[src/verilog/lsvf_pkg.sv]
// lsvf_pkg: constants, types and field layout for the loop scale,
// output floor and switching frequency command words.
// assumes a word-wide command port from the host controller.
package lsvf_pkg;
    // command codes of the three words
    localparam logic [7:0] CMD_SCALE = 8'h29;
    localparam logic [7:0] CMD_FLOOR = 8'h2b;
    localparam logic [7:0] CMD_FREQ = 8'h33;
    // storage slots
    localparam logic [1:0] IDX_SCALE = 2'h0;
    localparam logic [1:0] IDX_FLOOR = 2'h1;
    localparam logic [1:0] IDX_FREQ = 2'h2;
    // linear word layout
    localparam int EXP_HI = 15;
    localparam int EXP_LO = 11;
    localparam int MAN_HI = 10;
    localparam int MAN_LO = 0;
    // divider scale exponent after reset (-7)
    localparam logic [4:0] SCALE_EXP_RST = 5'h19;
    // decoded values carry 16 fraction bits
    localparam int FRAC = 16;
    localparam logic signed [47:0] ONE_FIX = 48'sh0000_0001_0000;
    // divider scale band limits: 0.125, 0.25, 0.5
    localparam logic signed [47:0] SCALE_LIM0 = 48'sh0000_0000_2000;
    localparam logic signed [47:0] SCALE_LIM1 = 48'sh0000_0000_4000;
    localparam logic signed [47:0] SCALE_LIM2 = 48'sh0000_0000_8000;
    // highest frequency accepted, kHz (exclusive)
    localparam logic [10:0] FSW_LIMIT = 11'h672;
    // frequency band starts, kHz: 251 301 351 411 501 601 701 821 1001 1201 1401
    localparam int FSW_BANDS = 12;
    localparam logic [10:0] FSW_START [FSW_BANDS-1] = '{
        11'h0fb, 11'h12d, 11'h15f, 11'h19b, 11'h1f5, 11'h259,
        11'h2bd, 11'h335, 11'h3e9, 11'h4b1, 11'h579};
    // effective frequency per band, kHz: 225 .. 1500
    localparam logic [10:0] FSW_EFF [FSW_BANDS] = '{
        11'h0e1, 11'h113, 11'h145, 11'h177, 11'h1c2, 11'h226,
        11'h28a, 11'h2ee, 11'h384, 11'h44c, 11'h514, 11'h5dc};
    // valid floor range, same as the ceiling command
    localparam logic [15:0] FLOOR_MIN = 16'h0000;
    localparam logic [15:0] FLOOR_MAX = 16'hffff;

    // hardware divider factor
    typedef enum logic [1:0] {SF_EIGHTH, SF_QUARTER, SF_HALF, SF_ONE} lsvf_scale_e;

    // one host command
    typedef struct packed {
        logic [7:0] cmd;
        logic wrEn;
        logic rdEn;
        logic [15:0] data;
    } lsvf_req_s;

    // values held in nonvolatile storage
    typedef struct packed {
        logic [10:0] scaleMan;
        logic [15:0] floorWord;
        logic [10:0] freqKhz;
    } lsvf_nvm_s;

    // set pulses toward the status engine
    typedef struct packed {
        logic noneOfAbove;
        logic wordVout;
        logic floorCeilingWarning;
        logic invalidData;
    } lsvf_status_s;
endpackage : lsvf_pkg

[src/verilog/lsvf_word_mem.sv]
// lsvf_word_mem: three command words with a registered read port.
// assumes one clock; reset loads the initial words synchronously.
`timescale 1ns/100ps
`default_nettype none
module lsvf_word_mem (
    input wire logic clock,
    input wire logic reset,
    input wire logic [47:0] initWords,
    input wire logic wrEn,
    input wire logic [1:0] wrIdx,
    input wire logic [15:0] wrData,
    input wire logic [1:0] rdIdx,
    output logic [15:0] rdData,
    output logic [47:0] words
);
    logic [15:0] mem [3]; // word storage

    // storage; words written here are kept unchanged
    genvar g;
    generate
        for (g = 0; g < 3; g++) begin : gSlot
            always_ff @(posedge clock) begin
                if (reset) begin
                    mem[g] <= initWords[16*g +: 16];
                end else if (wrEn && wrIdx == 2'(g)) begin
                    mem[g] <= wrData;
                end
            end
            assign words[16*g +: 16] = mem[g];
        end
    endgenerate

    // read data leaves through a register
    always_ff @(posedge clock) begin
        if (reset) begin
            rdData <= 16'h0000;
        end else if (rdIdx == 2'h3) begin
            rdData <= 16'h0000;
        end else begin
            rdData <= mem[rdIdx];
        end
    end
endmodule : lsvf_word_mem
`default_nettype wire

[src/verilog/lsvf_cmd_regs.sv]
// lsvf_cmd_regs: divider scale, output floor and switching frequency
// commands with quantization, floor clamping and invalid-data checks.
// assumes the host controller presents one decoded word command per
// cycle and that a status engine latches the set pulses.
// the ramp itself belongs to the slew generator outside.
//
// Contract
// scale word: exponent 15:11 resets 11001b
// in-range scale writes read back unchanged
// scale maps to 0.125, 0.25, 0.5, 1.0
// out-of-range writes flagged invalid, host notified
// reference scale uses written scale value
// frequency applies now only when conversion off
// floor at 2Bh, sixteen-bit unsigned word
// floor bounds commanded output always
// below-floor change warns, moves to floor
// floor violation sets three status bits
// ceiling above target gives same response
// floor range equals ceiling range
// frequency word layout, exponent made from storage
// frequency quantized onto twelve settings
// host avoids above 1100 kHz when stacked
// scale applies now only when conversion off
// clamp uses transition slew, not ramps
// decode mantissa times two to exponent
// gap values take lower band
`timescale 1ns/100ps
`default_nettype none
module lsvf_cmd_regs (
    input wire logic clock,
    input wire logic reset,
    input wire lsvf_pkg::lsvf_req_s req,
    input wire lsvf_pkg::lsvf_nvm_s nvm,
    input wire logic conversionOn,
    input wire logic restoreDone,
    input wire logic supplyCycled,
    input wire logic [15:0] targetReq,
    input wire logic targetChanged,
    input wire logic [15:0] outputVoltageCeiling,
    input wire logic ceilingWritten,
    output logic [15:0] rdData,
    output logic rdValid,
    output lsvf_pkg::lsvf_scale_e scaleFactor,
    output logic [16:0] refScale,
    output logic [3:0] freqCode,
    output logic [10:0] freqKhz,
    output logic [15:0] targetOut,
    output logic transSlewUsed,
    output lsvf_pkg::lsvf_status_s statusSet,
    output logic notifyHost
);
    import lsvf_pkg::*;

    // decode a signed linear word into fixed point with FRAC fraction bits
    function automatic logic signed [47:0] linToFix(input logic [15:0] w);
        logic signed [47:0] m;
        logic [4:0] sh;
        // sign-extend the eleven-bit mantissa
        m = {{37{w[MAN_HI]}}, w[MAN_HI:MAN_LO]};
        // exponent plus sixteen, always 0..31
        sh = {~w[EXP_HI], w[EXP_HI-1:EXP_LO]};
        // arithmetic shift keeps negative mantissas negative
        return m <<< sh;
    endfunction : linToFix

    // map a decoded scale onto the hardware factor
    function automatic lsvf_scale_e scaleBand(input logic signed [47:0] f);
        if (f <= SCALE_LIM0) begin
            return SF_EIGHTH;
        end else if (f <= SCALE_LIM1) begin
            // above an eighth, up to a quarter
            return SF_QUARTER;
        end else if (f <= SCALE_LIM2) begin
            // above a quarter, up to a half
            return SF_HALF;
        end else begin
            // anything above a half uses the full divider
            return SF_ONE;
        end
    endfunction : scaleBand

    // band index: count of band starts at or below the value
    function automatic logic [3:0] freqBand(input logic signed [47:0] f);
        logic [3:0] n;
        n = 4'h0;
        // starts ascend, so the last match wins
        for (int i = 0; i < FSW_BANDS - 1; i++) begin
            if (f >= ($signed({37'h0, FSW_START[i]}) <<< FRAC)) begin
                // value reaches this band start
                n = 4'(i + 1);
            end
        end
        // values under the first start stay in band zero
        return n;
    endfunction : freqBand

    // scale valid between zero (exclusive) and one
    function automatic logic scaleOk(input logic [15:0] w);
        logic signed [47:0] f;
        f = linToFix(w);
        // zero or negative would stall or invert the loop
        return (f > 48'sh0) && (f <= ONE_FIX);
    endfunction : scaleOk

    // frequency valid above zero and below the top band end
    function automatic logic freqOk(input logic [15:0] w);
        logic signed [47:0] f;
        f = linToFix(w);
        // the top band ends just short of the limit
        return (f > 48'sh0) && (f < ($signed({37'h0, FSW_LIMIT}) <<< FRAC));
    endfunction : freqOk

    // build the frequency word from a stored kHz value
    function automatic logic [15:0] freqWord(input logic [10:0] k);
        // mantissa is signed, so large values take exponent one
        if (k[10]) begin
            // the dropped low bit costs at most one kHz
            return {5'h01, 1'b0, k[10:1]};
        end else begin
            // small values fit the mantissa directly
            return {5'h00, k};
        end
    endfunction : freqWord

    logic [47:0] initWords; // reset contents of the word store
    logic [47:0] words; // current command words
    logic [15:0] scaleWord; // divider scale word
    logic [15:0] floorWord; // floor word
    logic [15:0] freqWordCur; // frequency word
    logic isScale; // command hits the scale word
    logic isFloor; // command hits the floor word
    logic isFreq; // command hits the frequency word
    logic wrValid; // in-range write
    logic wrBad; // out-of-range write
    logic [1:0] wrIdx; // store slot of this command
    logic applyAll_reg; // first cycle after reset
    logic applyAll_next;
    logic reload; // reset apply, restore or supply cycle seen
    logic scaleNow; // scale reaches hardware this cycle
    logic freqNow; // frequency reaches hardware this cycle
    logic [15:0] scaleSrc; // scale word being applied
    logic [15:0] freqSrc; // frequency word being applied
    logic signed [47:0] scaleFix; // decoded scale
    logic signed [47:0] freqFix; // decoded frequency
    logic [3:0] band; // frequency band index
    logic belowFloor; // requested target under floor
    logic floorEvent; // floor violation this cycle
    logic [15:0] targetNext; // bounded output target

    // reset image: scale exponent fixed, mantissa from storage
    assign initWords[16*IDX_SCALE +: 16] = {SCALE_EXP_RST, nvm.scaleMan};
    assign initWords[16*IDX_FLOOR +: 16] = nvm.floorWord;
    assign initWords[16*IDX_FREQ +: 16] = freqWord(nvm.freqKhz);
    // the three slots fill all 48 bits of the image

    assign scaleWord = words[16*IDX_SCALE +: 16];
    assign floorWord = words[16*IDX_FLOOR +: 16];
    assign freqWordCur = words[16*IDX_FREQ +: 16];

    // command decode
    assign isScale = req.cmd == CMD_SCALE;
    assign isFloor = req.cmd == CMD_FLOOR;
    assign isFreq = req.cmd == CMD_FREQ;
    assign wrIdx = isScale ? IDX_SCALE : (isFloor ? IDX_FLOOR : (isFreq ? IDX_FREQ : 2'h3));
    // slot three is unused and reads back as zero

    // range check per command; floor uses the ceiling range
    always_comb begin
        wrValid = 1'b0;
        if (isScale) begin
            // positive and at most one
            wrValid = scaleOk(req.data);
        end else if (isFloor) begin
            // same limits as the ceiling word
            wrValid = (req.data >= FLOOR_MIN) && (req.data <= FLOOR_MAX);
        end else if (isFreq) begin
            // positive and under the top band end
            wrValid = freqOk(req.data);
        end
    end
    // writes to other codes belong to neighbouring blocks, not flagged here
    assign wrBad = req.wrEn && (isScale || isFloor || isFreq) && !wrValid;

    // word store; rejected writes leave the old value in place
    // reads come back one cycle late through the store's register
    lsvf_word_mem uMem (
        .clock(clock),
        .reset(reset),
        .initWords(initWords),
        .wrEn(req.wrEn && wrValid),
        .wrIdx(wrIdx),
        .wrData(req.data),
        .rdIdx(wrIdx),
        .rdData(rdData),
        .words(words)
    );

    // read answer strobe, aligned with the registered read data
    always_ff @(posedge clock) begin
        if (reset) begin
            // no answer pending out of reset
            rdValid <= 1'b0;
        end else begin
            // only the three codes of this block answer
            rdValid <= req.rdEn && (isScale || isFloor || isFreq);
        end
    end

    // one-cycle flag that pushes the reset image into the hardware
    assign applyAll_next = 1'b0;
    always_ff @(posedge clock) begin
        if (reset) begin
            // held high for as long as reset lasts
            applyAll_reg <= 1'b1;
        end else begin
            // drops after the first edge out of reset
            applyAll_reg <= applyAll_next;
        end
    end

    // while converting, a written value waits for a reload;
    // the store keeps it, so the reload simply reads the store back
    assign reload = applyAll_reg || restoreDone || supplyCycled;
    assign scaleNow = req.wrEn && isScale && wrValid && !conversionOn;
    assign freqNow = req.wrEn && isFreq && wrValid && !conversionOn;
    // a direct write bypasses the store for this cycle only
    assign scaleSrc = scaleNow ? req.data : scaleWord;
    assign freqSrc = freqNow ? req.data : freqWordCur;
    // decoded once; band and raw value both use it
    assign scaleFix = linToFix(scaleSrc);
    assign freqFix = linToFix(freqSrc);
    assign band = freqBand(freqFix);

    // divider hardware; reference scale follows the raw value, so an
    // unsupported scale can leave the output off its target
    always_ff @(posedge clock) begin
        if (reset) begin
            // full divider until the store is applied
            scaleFactor <= SF_ONE;
            refScale <= 17'h10000;
        end else if (scaleNow || reload) begin
            // factor is quantized, reference scale is not
            scaleFactor <= scaleBand(scaleFix);
            refScale <= scaleFix[16:0];
        end
    end

    // oscillator setting
    always_ff @(posedge clock) begin
        if (reset) begin
            // lowest setting until the store is applied
            freqCode <= 4'h0;
            freqKhz <= FSW_EFF[0];
        end else if (freqNow || reload) begin
            // effective frequency follows the band index
            freqCode <= band;
            freqKhz <= FSW_EFF[band];
        end
    end

    // floor bound on the commanded output
    // unsigned compare; both words share the output format
    assign belowFloor = targetReq < floorWord;
    assign targetNext = belowFloor ? floorWord : targetReq;
    // only changes during conversion raise the warning
    // the ceiling case is kept exactly as the device behaves
    assign floorEvent = conversionOn && ((targetChanged && belowFloor)
        || (ceilingWritten && outputVoltageCeiling > targetOut));

    // bounded target and ramp selection toward the slew generator
    always_ff @(posedge clock) begin
        if (reset) begin
            // the slew generator starts from zero
            targetOut <= 16'h0000;
            transSlewUsed <= 1'b0;
        end else begin
            // the bound holds every cycle, converting or not
            targetOut <= targetNext;
            // clamp moves while converting run at the transition rate, never a turn-on ramp
            transSlewUsed <= conversionOn && belowFloor;
        end
    end

    // status set pulses and host notification
    always_ff @(posedge clock) begin
        if (reset) begin
            // no pulses pending out of reset
            statusSet <= '0;
            notifyHost <= 1'b0;
        end else begin
            // one-cycle pulses; the status engine latches them
            statusSet.noneOfAbove <= floorEvent;
            statusSet.wordVout <= floorEvent;
            statusSet.floorCeilingWarning <= floorEvent;
            statusSet.invalidData <= wrBad;
            // one notification covers both causes
            notifyHost <= floorEvent || wrBad;
        end
    end
endmodule : lsvf_cmd_regs
`default_nettype wire

[config.mk]
export PLATFORM = sky130hd
export DESIGN_NAME = lsvf_cmd_regs
export DESIGN_NICKNAME = d
export VERILOG_FILES = /design/src/verilog/lsvf_pkg.sv /design/src/verilog/lsvf_word_mem.sv /design/src/verilog/lsvf_cmd_regs.sv
export SDC_FILE = /design/constraint.sdc
export NUM_CORES = 1
export LEC_CHECK = 0
export BUFFER_PORTS_ARGS = -buffer_cell sky130_fd_sc_hd__buf_2
export CORE_UTILIZATION = 55
export CTS_CLUSTER_DIAMETER = 30
export DETAILED_ROUTE_END_ITERATION = 10
export HOLD_SLACK_MARGIN = 0.02
export PLACE_DENSITY_LB_ADDON = 0.25
export SETUP_SLACK_MARGIN = 0.5
export SLEW_MARGIN = 15
export SYNTH_ARGS = -nofsm -noshare
export SYNTH_HDL_FRONTEND = slang
export SYNTH_SLANG_ARGS = --single-unit
[constraint.sdc]
create_clock -name clock -period 7.91 [get_ports clock]
set_input_delay 0.3955 -clock clock [delete_from_list [all_inputs] [get_ports clock]]
set_output_delay 0.3955 -clock clock [all_outputs]
set_load 0.02 [all_outputs]
; After elaboration in Yosys (flattened, before gate mapping)
; Memories as Yosys holds them, arrays and structs flattened. A register that Yosys moved wholly into a read port is not among the register bits.
; Cells that the tools add are included.
[totals]
ff_bits = 45
latch_bits = 0
mem_bits_rw = 48
mem_bits_ro = 176
in_bits = 103
out_inout_bits = 73
memories = 2
[op_classes]
add_sub_neg = 0
multipliers = 0
div = 0
order_cmp = 21
eq_ne = 6
shifts = 3
mux = 38
bitwise_logic = 7
reduce_logical = 32
[mem_list]
columns = name, depth, width, read_ports, rd_clocked_by_memory_dff, write_ports, line
row1 = (no name shown), 16, 11, 1, 1, 0, lsvf_cmd_regs.sv:257  ; freqKhz <= FSW_EFF[band];
row2 = uMem.mem, 3, 16, 4, 1, 3, lsvf_word_mem.sv:16  ; logic [15:0] mem [3];
[op_table]
columns = operator, n
row1 = $ge 48x26->1 const B, 4
row2 = $ge 48x27->1 const B, 4
row3 = $sshl 11x5->48, 3
row4 = $ge 48x28->1 const B, 2
row5 = $mux 16, 6
row6 = $ge 48x25->1 const B, 1
row7 = $gt 48x1->1 const B, 1
row8 = $le 48x15->1 const B, 1
row9 = $le 48x16->1 const B, 1
row10 = $le 48x17->1 const B, 1
row11 = $le 48x18->1 const B, 1
row12 = $lt 48x28->1 const B, 1
row13 = $mux 4, 10
row14 = $eq 8x6->1 const B, 3
row15 = $logic_and 1x1->1, 20
row16 = $mux 1, 17
row17 = $ge 16x1->1 const B, 1
row18 = $gt 16x16->1, 1
row19 = $le 16x16->1 const B, 1
row20 = $lt 16x16->1, 1
row21 = $mux 12, 1
row22 = $logic_or 1x1->1, 8
row23 = $mux 2, 4
row24 = $not 4->5, 1
row25 = 7 further kinds, 13

; Longest topological paths before layout
[depth]
word_depth = 25
ltp_mapped = 23
depth_no_buf = 17

; By module
; From an unflattened synthesis, not the netlist that was laid out.
[unflattened]
cells_unflattened = 1185
area_unflattened_um2 = 10311.1
[by_module_without_submodules]
columns = mod, n_inst, cells_each, area_each_um2, seq_area_each_um2
row1 = lsvf_cmd_regs, 1, 986, 7408.4, 1121.1
row2 = lsvf_word_mem, 1, 199, 2902.8, 1761.7

; Worst setup path before layout
; Ideal clock, no wire load.
[synth_path]
path_type = input to register
from = input port req[11] (netlist bit)
to = register freqKhz[5]
setup_ps = 71
arrival_ps = 4862
required_ps = 7839
setup_slack_ps = 2977
cell_stages = 19
n_path_buf = 3
cell_sequence = buf_4 -> buf_4 -> or4b_2 -> nand2_1 -> o221ai_1 -> o2111ai_1 -> a211oi_1 -> a21boi_1 -> a2111oi_2 -> buf_6 -> mux2i_1 -> or4b_1 -> a21oi_1 -> nor4_1 -> a32oi_2 -> a21oi_2 -> ha_1 -> o41ai_1 -> o21bai_1
[synth_via]
elab_chain_cells = 24
word_cells_on_any_way = 41
classes_between = order compare: 16 / shift: 2 / mux: 15 / bitwise: 2 / reduce/logical: 6
[synth_rtl]
columns = element, line
row1 = from (decl), lsvf_cmd_regs.sv:32  ; input wire lsvf_pkg::lsvf_req_s req,
row2 = $sshl 11x5->48, lsvf_cmd_regs.sv:63  ; return m <<< sh;
row3 = $gt 48x1->1 or $lt 48x28->1 (tied branches), "lsvf_cmd_regs.sv:102, lsvf_cmd_regs.sv:110"
row4 = $logic_and 1x1->1, lsvf_cmd_regs.sv:110  ; return (f > 48'sh0) && (f < ($signed({37'h0, FSW_LIMIT}) <<< FRAC));
row5 = $mux 1, lsvf_cmd_regs.sv:176  ; end else if (isFreq) begin
row6 = $mux 1, lsvf_cmd_regs.sv:173  ; end else if (isFloor) begin
row7 = $mux 1, lsvf_cmd_regs.sv:170  ; if (isScale) begin
row8 = $logic_and 1x1->1 (2 in a row), lsvf_cmd_regs.sv:225  ; assign freqNow = req.wrEn && isFreq && wrValid && !conversionOn;
row9 = $mux 16, lsvf_cmd_regs.sv:228  ; assign freqSrc = freqNow ? req.data : freqWordCur;
row10 = $not 1->1, lsvf_cmd_regs.sv:61  ; sh = {~w[EXP_HI], w[EXP_HI-1:EXP_LO]};
row11 = $sshl 11x5->48, lsvf_cmd_regs.sv:63
row12 = $ge 48x25->1, lsvf_cmd_regs.sv:88  ; if (f >= ($signed({37'h0, FSW_START[i]}) <<< FRAC)) begin
row13 = $mux 1, lsvf_cmd_regs.sv:88
row14 = $mux 4 (10 in a row), lsvf_cmd_regs.sv:88
row15 = $not 4->5 (implied by the code), lsvf_cmd_regs.sv:257
row16 = to (decl), lsvf_cmd_regs.sv:46  ; output logic [10:0] freqKhz,
; Parallel ways exist; a longest one is shown, timed or not.
; A chain may end at the register's enable or synchronous reset.

; Final worst setup path
; Same ends and word-level chain as after synthesis.

==> reports/results.tsv <==
stage	metric	value	unit
critical_path	worstSetupStartpointType	primary input	
grt	grt-ovfl-total	0	
critical_path	cp_data_required_time	8.26	ns
clock_network	clockBufferDepth	2	
synthesis	yosysTopAreaCell	dfxtp_1	
clock_network	ctsResizeCount	0	
critical_path	critPathKind	in2reg	
job	drv_cap	0	
clock_network	path_clk_slew	0.07	ns
critical_path	cpMostUsedCell	a21oi_1	
synthesis	async_flop_share	0	%
floorplanning	die_area	19700	um^2
timing	rsz0062_at_grt	no	
final_layout	final_layout_size_suffix_gt1_share	23.8	%
critical_path	crit_family	compound AO/OA/AOI/OAI gates	
timing	period_needed	6.07	ns
routing	firstDrtPassIters	7	
grt	grt_pass1_wl	55600	um
clock_network	cts_sinks	120	
synthesis	synth_top_area_share	13.7	%
timing	relSlewSlack	20.5	%
timing	setup_tns	0	ns
timing	finalSetupViolCount	0	
final_layout	antenna-diode-count	0	
synthesis	ys_seq_area_share	27.3	%
clock_network	cts_htree_levels	4	
synthesis	syn_nets	1426	
final_layout	reg_top3	uMem.mem (48), refScale (17)	
synthesis	syn_avg_cell_area	8.18	um^2
timing	worst-slew-pin-transition	1.19	ns
hold_path	worstHoldPathType	in2reg	
pwr	total_leakage_power	5.16	nW
synthesis	ys_warn_count	0	
synthesis	synth_ff_type	dfxtp_1	
floorplanning	start_util	56.2	%
clock_network	post_cts_buffers	0	
critical_path	cp_max_fo	43	
grt	grt_pass1_vias	9993	
synthesis	synth_area	10500	um^2
clock_network	cts_tree	yes	
critical_path	worst-path-buf-inv	2	
synthesis	synthTopCellsByArea	dfxtp_1, edfxtp_1, mux2i_1	
outcome	status	finished clean	
clock_network	hold_buffers	0	
synthesis	synth.most_common_cell	nor2_1	
clock_network	clk_latency	0.43	ns
critical_path	worst_setup_path_end_kind	flip-flop	
final_layout	fin_nets	1532	
final_layout	syn_to_final_growth	13.6	%
timing	max_freq	0.165	GHz
routing	wirelength	36000	um
placed_design	dp_slack	1.55	ns
critical_path	slowest_delay	0.65	ns
synthesis	syn_inst	1289	
pwr	finalPower	2.13	mW
timing	fin_skew	0.0125	ns
clock_network	ctsRootBufferMaster	clkbuf_16	
floorplanning	row_count	50	
critical_path	cp_cell_sequence	buf_2 -> mux4_2 -> and2_1 -> a21oi_1 -> o2111ai_1 -> a211oi_1 -> a21boi_1 -> a2111oi_4 -> buf_4 -> o31ai_1 -> nor2_1 -> a21oi_1 -> a21oi_1 -> a211o_1 -> a21oi_2 -> ha_1 -> o41ai_1 -> o21bai_1	
placed_design	port_buffers	175	
floorplanning	core_area	18800	um^2
final_layout	largest_reg_flops	48	
routing	drtIter0Drc	908	
pwr	ir_drop	0.148	mV
placed_design	gp_congestion	0.979	
placed_design	dp_hpwl	26800	um
final_layout	fin_util	63.8	%
routing	via_per_inst	6.46	
final_layout	fillers	1665	
routing	vias	10600	
pwr	pwr_density_cell	177	nW/um^2
routing	ant_nets	0	
synthesis	synthTopCellsByCount	nor2_1, nand2_1, a21oi_1	
critical_path	crit_path_top_delay_cell	mux4_2	
grt	grt_usage	36.7	%
grt	antenna_found_initial	1	
floorplanning	top_level_ports	176	
floorplanning	die_y	140	um
final_layout	top_register	uMem.mem	
synthesis	ys_ff_latch	120	
routing	avgRoutedWirePerCell	21.9	um
synthesis	synth-edff-count	48	
routing	drc	0	
timing	period_share	76.7	%
critical_path	arrival	6.42	ns
timing	fin_ws	1.84	ns
grt	grt_start_max_net_pins	48	
floorplanning	die_x	140	um
clock_network	cts_inserted_buffers	17	
synthesis	yosys.cell_types.count	101	
timing	final_max_slew_viol_count	0	
timing	timing_hold_violations_final	0	
## cell type report
cell class | instances | area [um^2] | share of cell area, %
inverter | 58 | 218 | 1.82
multi-input combinational | 1012 | 7050 | 58.8
tap | 234 | 293 | 2.44
clock inverter | 15 | 153 | 1.27
timing repair buffer | 186 | 958 | 8.00
clock buffer | 17 | 425 | 3.55
sequential | 120 | 2880 | 24.1
## path summary, 6_finish.rpt
path	slack, ns	endpoint	cells past startpoint	startpoint
worst max-delay path	1.84	freqKhz[5]	18	req[11]
worst max register to register	3.08	freqKhz[5]	15	uMem.mem[2][11]
worst min-delay path	0.18	rdValid	3	req[16]
worst min register to register	0.45	freqCode[2]	2	freqCode[2]
## per-stage QoR
step,std cells,instance area (um^2),hold WS (ns)
4_1_cts,1642,12000,0.175
6_report,1642,12000,0.184
3_5_place_dp,1610,11400,0.444
3_3_place_gp,1610,11400,0.438
2_1_floorplan,1289,10500,0.423
5_1_grt,1642,12000,0.213
## logic make-up after synthesis
family | share of synthesized area [%]
buffers and inverters | 6.28
AOI/OAI and AO/OA | 24.3
other | 0.0356
DFF | 27.3
muxes | 17.3
xor gates and xnor gates | 0.0831
adders and majority gates | 4.04
and+or+nand+nor | 20.7
## metal layers
metal  GRT usage [%]  up-vias  part of all wire, %
met2            58.1      610                   45
met5               0        -                0.036
met4            15.4        2                  3.3
met1            49.2     4948                   42
li1                -     4959                    -
met3            6.70       87                  9.8
## tightest hold or removal path: cells and delay by family
kind                   cells  cell delay, ns
AND/OR/NAND/NOR            1            0.03
buffers and inverters      2            0.14
## power by group
| group | leakage, nW | internal (mW) | switching [mW] |
|---|---|---|---|
| sequential | 1.06 | 0.690 | 0.0522 |
| clock | 0.285 | 0.421 | 0.362 |
| combinational | 3.82 | 0.231 | 0.369 |
## layout by cell type, fill, tap and decap left out, types with 27 or more instances in the layout
| cell | netlist | layout |
|---|---|---|
| nor2_1 | 143 | 143 |
| mux2i_1 | 86 | 86 |
| mux2_2 | 57 | 57 |
| nand2b_1 | 45 | 45 |
| edfxtp_1 | 48 | 48 |
| inv_1 | 53 | 53 |
| nand2_1 | 115 | 115 |
| ha_1 | 34 | 34 |
| a211oi_1 | 36 | 35 |
| buf_2 | 10 | 175 |
| dfxtp_1 | 72 | 72 |
| a21oi_1 | 105 | 105 |
| o21ai_0 | 52 | 51 |
| nand3_1 | 27 | 27 |
| nor3_1 | 30 | 30 |
No activity file was read; power rests on OpenSTA's default activity.
